## config.mk

```make
export PLATFORM = sky130hd
export DESIGN_NAME = io_line_irq_mode_and_protect
export DESIGN_NICKNAME = d
export VERILOG_FILES = /design/src/verilog/io_irq_pkg.sv /design/src/verilog/io_line_detect.sv /design/src/verilog/io_line_irq_mode_and_protect.sv
export VERILOG_INCLUDE_DIRS = /design/src /design/src/verilog
export SDC_FILE = /design/constraint.sdc
export NUM_CORES = 1
export LEC_CHECK = 0
export BUFFER_PORTS_ARGS = -buffer_cell sky130_fd_sc_hd__buf_2
export CORE_MARGIN = 2
export CORE_UTILIZATION = 25
export DETAILED_ROUTE_END_ITERATION = 10
export GPL_ROUTABILITY_DRIVEN = 1
export PLACE_DENSITY_LB_ADDON = 0.1
export SLEW_MARGIN = 10
export SYNTH_ARGS = -nofsm -noshare
export SYNTH_HDL_FRONTEND = slang
export SYNTH_SLANG_ARGS = --single-unit
```

## constraint.sdc

```tcl
create_clock -name pclk -period 5.4 [get_ports pclk]
set_input_delay 1.08 -clock pclk [delete_from_list [all_inputs] [get_ports pclk]]
set_output_delay 1.08 -clock pclk [all_outputs]
set_load 0.01 [all_outputs]
```

## src/verilog/io_irq_defs.svh

```systemverilog
// Constants of the I/O line interrupt-mode and write-lock block.
// Assumes 32-bit APB addresses compared whole; included by bare name.
`ifndef IO_IRQ_DEFS_SVH
`define IO_IRQ_DEFS_SVH
`define BLOCK_BASE 32'h400e_0e00
`define ADDR_EXTRA_ENABLE 32'h400e_0eb0
`define ADDR_EXTRA_DISABLE 32'h400e_0eb4
`define ADDR_EXTRA_MASK 32'h400e_0eb8
`define ADDR_EDGE_SELECT 32'h400e_0ec0
`define ADDR_LEVEL_SELECT 32'h400e_0ec4
`define ADDR_EDGE_LEVEL_STATUS 32'h400e_0ec8
`define ADDR_FALL_LOW_SELECT 32'h400e_0ed0
`define ADDR_RISE_HIGH_SELECT 32'h400e_0ed4
`define ADDR_POLARITY_STATUS 32'h400e_0ed8
`define ADDR_LOCK_MODE 32'h400e_0ee4
`define ADDR_LOCK_STATUS 32'h400e_0ee8
`define ADDR_HYSTERESIS 32'h400e_0f00
`define ADDR_DRIVE 32'h400e_0f10
`define ADDR_IRQ_STATUS 32'h400e_0f20
`define ADDR_IRQ_ENABLE 32'h400e_0f24
`define ADDR_IRQ_CLEAR 32'h400e_0f28
`define LOCK_ENABLE_BIT 0
`define LOCK_KEY_MSB 31
`define LOCK_KEY_LSB 8
`define VIOL_FLAG_BIT 0
`define VIOL_OFFSET_MSB 23
`define VIOL_OFFSET_LSB 8
`define LINE_RESET 32'h0000_0000
`endif

```

## src/verilog/io_irq_pkg.sv

```systemverilog
// Types of the I/O line interrupt-mode and write-lock block.
// Assumes nothing beyond a SystemVerilog compiler.
package io_irq_pkg;
  typedef logic [31:0] line_vec_t;
  typedef struct packed {
    line_vec_t sync1;
    line_vec_t sync2;
    line_vec_t prev;
    line_vec_t extra_mask;
    line_vec_t level_mode;
    line_vec_t rise_high;
    line_vec_t hyst_off;
    line_vec_t drive_high;
    line_vec_t irq_status;
    line_vec_t irq_enable;
    logic [31:0] prdata;
    logic [15:0] viol_offset;
    logic viol_flag;
    logic lock_enable;
    logic pready;
    logic pslverr;
    logic irq;
  } io_state_t;
endpackage

```

## src/verilog/io_line_detect.sv

```systemverilog
// One line's interrupt event detector.
// Assumes synchronised current and previous samples on the same clock.
`timescale 1ns/1ps
module io_line_detect import io_irq_pkg::*; (
  input logic cur,
  input logic prev,
  input logic extra_en,
  input logic level_mode,
  input logic rise_high,
  output logic event_hit
);
  always_comb begin
    if (!extra_en) begin
      event_hit = cur ^ prev;
    end else if (level_mode) begin
      event_hit = (cur == rise_high);
    end else if (rise_high) begin
      event_hit = cur & ~prev;
    end else begin
      event_hit = ~cur & prev;
    end
  end
endmodule // io_line_detect

```

## src/verilog/io_line_irq_mode_and_protect.sv

```systemverilog
// I/O line interrupt-mode selection, write lock, hysteresis and drive control.
// Assumes an APB master on pclk; io_in comes from pads, asynchronous.
`timescale 1ns/1ps
`include "io_irq_defs.svh"
module io_line_irq_mode_and_protect import io_irq_pkg::*; #(
  // Key value is arbitrary
  parameter logic [23:0] lock_key_value = 24'h5a_a5c3
) (
  input logic pclk,
  input logic presetn,
  input logic psel,
  input logic penable,
  input logic pwrite,
  input logic [31:0] paddr,
  input logic [31:0] pwdata,
  output logic [31:0] prdata,
  output logic pready,
  output logic pslverr,
  input logic [31:0] io_in,
  output logic [31:0] hysteresis_off,
  output logic [31:0] drive_high,
  output logic irq
);
  io_state_t st;
  io_state_t next_st;
  line_vec_t line_event;
  logic access;
  logic done;
  logic wr_done;
  logic rd_done;
  logic is_protected;
  logic lock_hit;
  logic key_ok;
  logic bad_access;
  logic [31:0] rd_value;
  logic [31:0] offset_full;

  genvar gi;
  generate
    for (gi = 0; gi < 32; gi++) begin : g_line
      io_line_detect u_detect (
        .cur(st.sync2[gi]),
        .prev(st.prev[gi]),
        .extra_en(st.extra_mask[gi]),
        .level_mode(st.level_mode[gi]),
        .rise_high(st.rise_high[gi]),
        .event_hit(line_event[gi])
      );
    end
  endgenerate

  assign access = psel & penable & ~st.pready;
  assign done = psel & penable & st.pready;
  assign wr_done = done & pwrite;
  assign rd_done = done & ~pwrite;
  assign key_ok = (pwdata[`LOCK_KEY_MSB:`LOCK_KEY_LSB] == lock_key_value);
  assign offset_full = paddr - `BLOCK_BASE;
  assign lock_hit = wr_done & is_protected & st.lock_enable;

  always_comb begin
    is_protected = 1'b0;
    case (paddr)
      `ADDR_EXTRA_ENABLE, `ADDR_EXTRA_DISABLE, `ADDR_EDGE_SELECT, `ADDR_LEVEL_SELECT,
      `ADDR_FALL_LOW_SELECT, `ADDR_RISE_HIGH_SELECT, `ADDR_HYSTERESIS, `ADDR_DRIVE: begin
        is_protected = 1'b1;
      end
      default: begin
        is_protected = 1'b0;
      end
    endcase
  end

  // Read mux and access check
  always_comb begin
    rd_value = 32'h0000_0000;
    bad_access = 1'b0;
    case (paddr)
      `ADDR_EXTRA_ENABLE, `ADDR_EXTRA_DISABLE, `ADDR_EDGE_SELECT, `ADDR_LEVEL_SELECT,
      `ADDR_FALL_LOW_SELECT, `ADDR_RISE_HIGH_SELECT, `ADDR_IRQ_CLEAR: begin
        bad_access = ~pwrite;
      end
      `ADDR_EXTRA_MASK: begin
        rd_value = st.extra_mask;
        bad_access = pwrite;
      end
      `ADDR_EDGE_LEVEL_STATUS: begin
        rd_value = st.level_mode;
        bad_access = pwrite;
      end
      `ADDR_POLARITY_STATUS: begin
        rd_value = st.rise_high;
        bad_access = pwrite;
      end
      `ADDR_LOCK_MODE: begin
        rd_value[`LOCK_ENABLE_BIT] = st.lock_enable;
      end
      `ADDR_LOCK_STATUS: begin
        rd_value[`VIOL_FLAG_BIT] = st.viol_flag;
        rd_value[`VIOL_OFFSET_MSB:`VIOL_OFFSET_LSB] = st.viol_offset;
        bad_access = pwrite;
      end
      `ADDR_HYSTERESIS: begin
        rd_value = st.hyst_off;
      end
      `ADDR_DRIVE: begin
        rd_value = st.drive_high;
      end
      `ADDR_IRQ_STATUS: begin
        rd_value = st.irq_status;
        bad_access = pwrite;
      end
      `ADDR_IRQ_ENABLE: begin
        rd_value = st.irq_enable;
      end
      default: begin
        bad_access = 1'b1;
      end
    endcase
  end

  always_comb begin
    next_st = st;
    next_st.sync1 = io_in;
    next_st.sync2 = st.sync1;
    next_st.prev = st.sync2;
    next_st.pready = access;
    next_st.pslverr = access & bad_access;
    if (access) begin
      next_st.prdata = rd_value;
    end
    // Set wins over clear
    if (wr_done && paddr == `ADDR_IRQ_CLEAR) begin
      next_st.irq_status = (st.irq_status & ~pwdata) | line_event;
    end else begin
      next_st.irq_status = st.irq_status | line_event;
    end
    if (wr_done && !lock_hit) begin
      case (paddr)
        `ADDR_EXTRA_ENABLE: begin
          next_st.extra_mask = st.extra_mask | pwdata;
        end
        `ADDR_EXTRA_DISABLE: begin
          next_st.extra_mask = st.extra_mask & ~pwdata;
        end
        `ADDR_EDGE_SELECT: begin
          next_st.level_mode = st.level_mode & ~pwdata;
        end
        `ADDR_LEVEL_SELECT: begin
          next_st.level_mode = st.level_mode | pwdata;
        end
        `ADDR_FALL_LOW_SELECT: begin
          next_st.rise_high = st.rise_high & ~pwdata;
        end
        `ADDR_RISE_HIGH_SELECT: begin
          next_st.rise_high = st.rise_high | pwdata;
        end
        `ADDR_LOCK_MODE: begin
          if (key_ok) begin
            next_st.lock_enable = pwdata[`LOCK_ENABLE_BIT];
          end
        end
        `ADDR_HYSTERESIS: begin
          next_st.hyst_off = pwdata;
        end
        `ADDR_DRIVE: begin
          next_st.drive_high = pwdata;
        end
        `ADDR_IRQ_ENABLE: begin
          next_st.irq_enable = pwdata;
        end
        default: begin
        end
      endcase
    end
    if (rd_done && paddr == `ADDR_LOCK_STATUS) begin
      next_st.viol_flag = 1'b0;
    end
    if (lock_hit) begin
      next_st.viol_flag = 1'b1;
      next_st.viol_offset = offset_full[15:0];
    end
    next_st.irq = |(next_st.irq_status & next_st.irq_enable);
  end

  always_ff @(posedge pclk or negedge presetn) begin
    if (!presetn) begin
      st <= '0;
    end else begin
      st <= next_st;
    end
  end

  assign prdata = st.prdata;
  assign pready = st.pready;
  assign pslverr = st.pslverr;
  assign hysteresis_off = st.hyst_off;
  assign drive_high = st.drive_high;
  assign irq = st.irq;
endmodule // io_line_irq_mode_and_protect

```

==> impl_metrics.ini <==
[outcome]
status = finished clean

[detailed_routing]
wl_um = 63500
ant_nets = 0
drtIter0Drc = 1175
dr.pass1.iters = 5
drc = 0
vias = 13300
routedWlPerCell_um = 23.2
vias_per_cell = 4.84

[timing]
slew_viol_final = 0
setup_viol_count_final = 0
period_needed_ns = 4.35
tns_ns = 0
max-slew-margin-rel_pct = 27.9
max_clock_freq_mhz = 230
post-route-period-util_pct = 80.5
tightest_slew_ns = 1.08
hold_viol = 0
clock_skew_ns = 0.0193
rsz0062_at_grt = false

[cts]
clk_pin_slew_ns = 0.06
cts_setup_buffers = 0
cts_buffers = 48
cts_tree = built
ctsResizeCount = 0
ctsHoldBuffers = 0
cts_sinks = 373
cts_root_buf = clkbuf_16
htree_levels = 2
clock_latency_ns = 0.60
clockBufferDepth = 3

[final_layout]
syn2layout_area_growth_pct = 17.7
diodes = 0
most-common-layout-cells = dfrtp_1, buf_2, nand2_1, o21ai_0, mux2_2
drive_above_1_share_pct = 24.9
final_nets = 1920
final_common_cell = dfrtp_1

[yosys]
yosysSeqAreaShare_pct = 52.2
synthArstFlopShare_pct = 100
synthFlopType = dfrtp_1
synth_nets = 1821
ys.warnings.count = 0
syn_area_per_cell_um2 = 10.8
synthCells = 1655
synthesis.area_um2 = 17900
ys_types = 58
ys_seq_elements = 373
synth_edf_count = 0

[setup_path]
critical_path.max_fanout = 10
worstReg2RegEnd = irq
cp-start-kind = primary input
reg2reg_from = pready
slowest_delay_ns = 0.83
crit_type = primary input to register
cpMaxStageDelayCell = o31ai_1
required_ns = 5.86
rrSetupSlack_ns = 1.94
reg2reg_depth = 7
crit_arrival_ns = 4.81
crit_chain = buf_2 > nor4b_1 > nand3_1 > o31ai_1 > o21ai_0 > a22oi_1 > nand4_1 > or4_1
worst_setup_path_end_kind = register

[floorplan]
rows = 98
core_area_um2 = 71100
dieWidth_um = 271
dieArea_um2 = 73600
ios = 200
die_y_um = 271
initial_core_util_pct = 25.1

[pwr]
p_leak_nw = 10.0
vdd_drop_max_mv = 0.205
total_power_mw = 6.54
p_per_area_nw_per_um2 = 311

[hold_path]
min_path_cells = 0
min_path_type = register to register
worstHoldStart = next_st[324]
whs_endpoint = next_st[292]

[place]
portBuffers = 199
dp_hpwl_um = 42900
gp_congestion = 0.807

[global_route]
grt_start_max_net_pins = 101
grt_pass1_wl_um = 93400
grtUsageTotal_pct = 17.2
grt_pass1_vias = 13500
grt_overflow_total = 0
antenna_found_initial = 5

[flow_run]
cap_viol_max_count = 0
## metrics by stage
step | instances | hold WS, ns | util [%] | area (um2) | setup WS [ns]
2_1_floorplan | 1655 | 0.331 | - | 17900 | 1.53
3_3_place_gp | 2654 | 0.335 | 27.2 | 19400 | 0.508
3_5_place_dp | 2654 | 0.335 | 27.2 | 19400 | 0.529
4_1_cts | 2742 | 0.348 | 29.6 | 21000 | 1.15
5_1_grt | 2742 | 0.350 | 29.6 | 21000 | 0.906
6_report | 2742 | 0.346 | 29.6 | 21000 | 1.05
## cells in the mapped netlist, types with 2 or more instances
master      n  area (um2)
o22ai_1    28         175
nor3b_1     6        45.0
mux2_2    103        1160
a211o_1    27         236
o31ai_1     6        45.0
nor3_1      4        20.0
dfrtp_1   373        9330
nand2_1   196         736
a21o_1      2        15.0
inv_1     102         383
buf_1       4        15.0
nor4b_2     4        60.1
nor4b_1     4        35.0
nand4_1    14        87.6
nand3_1    13        65.1
a22oi_1    18         135
nor4_1     10        62.6
o221ai_1   14         123
mux2i_1    37         370
o21ai_0   128         641
and3_1      2        12.5
or3_1       7        43.8
buf_4      97         728
nor2_1     41         154
buf_2      31         155
clkbuf_1   54         203
nand4b_1    3        26.3
o21ai_1     5        25.0
clkbuf_2    3        15.0
a31oi_1    33         206
buf_6       3        33.8
or4_1       3        22.5
a21oi_1    40         200
nor4_2      2        25.0
a221oi_1   31         272
a222oi_1   31         310
o311a_1    27         270
nor2b_1    63         394
o21a_1      3        22.5
ha_1       65         813
## power by group
part | switching (mW) | total [mW] | leakage [nW] | internal [mW]
Sequential | 0.0291 | 2.86 | 4.82 | 2.83
Clock | 1.30 | 3.39 | 0.825 | 2.09
Combinational | 0.198 | 0.283 | 4.40 | 0.0849
Total | 1.53 | 6.54 | 10.0 | 5.01
## final cells by class
class	instances	area [um2]
fill	7440	50100
sequential	373	9330
multi-input combinational	988	7080
clock buffer	71	1450
timing repair buffer	241	1370
tap	950	1190
inverter	102	383
clock inverter	17	223
## how the worst max path moves through the flow
stage,slack (ns),end,from
floorplan,1.53,irq,paddr[29]
global placement,0.51,irq,paddr[2]
detailed placement,0.53,irq,paddr[2]
CTS,1.15,irq,paddr[2]
global route,0.91,irq,paddr[2]
finish,1.05,irq,paddr[2]
## critical path: cells and delay by family
kind	cells	cell delay, ns
and+or+nand+nor	4	1.99
AOI/OAI and AO/OA	3	1.52
buffers and inverters	1	0.20
## logic make-up (layout without fill, tap and decap cells)
| family | after synthesis | after routing | share of synthesized area, % |
|---|---|---|---|
| AOI/OAI and AO/OA | 399 | 399 | 15.4 |
| and+or+nand+nor | 382 | 382 | 10.6 |
| DFF | 373 | 373 | 52.2 |
| buffers and inverters | 294 | 431 | 8.58 |
| muxes | 141 | 141 | 8.63 |
| adders and majority gates | 65 | 65 | 4.55 |
| xor gates and xnor gates | 1 | 1 | 0.0490 |
## routing by layer
metal / vias to the layer above / wire (um) / global-route usage, %
li1: 6038 / - / -
met5: - / 44 / 0
met1: 6727 / 29400 / 23.9
met2: 395 / 28900 / 27.3
met3: 99 / 3610 / 3.35
met4: 6 / 1510 / 4.37
Power figures use the tool's default switching activity.
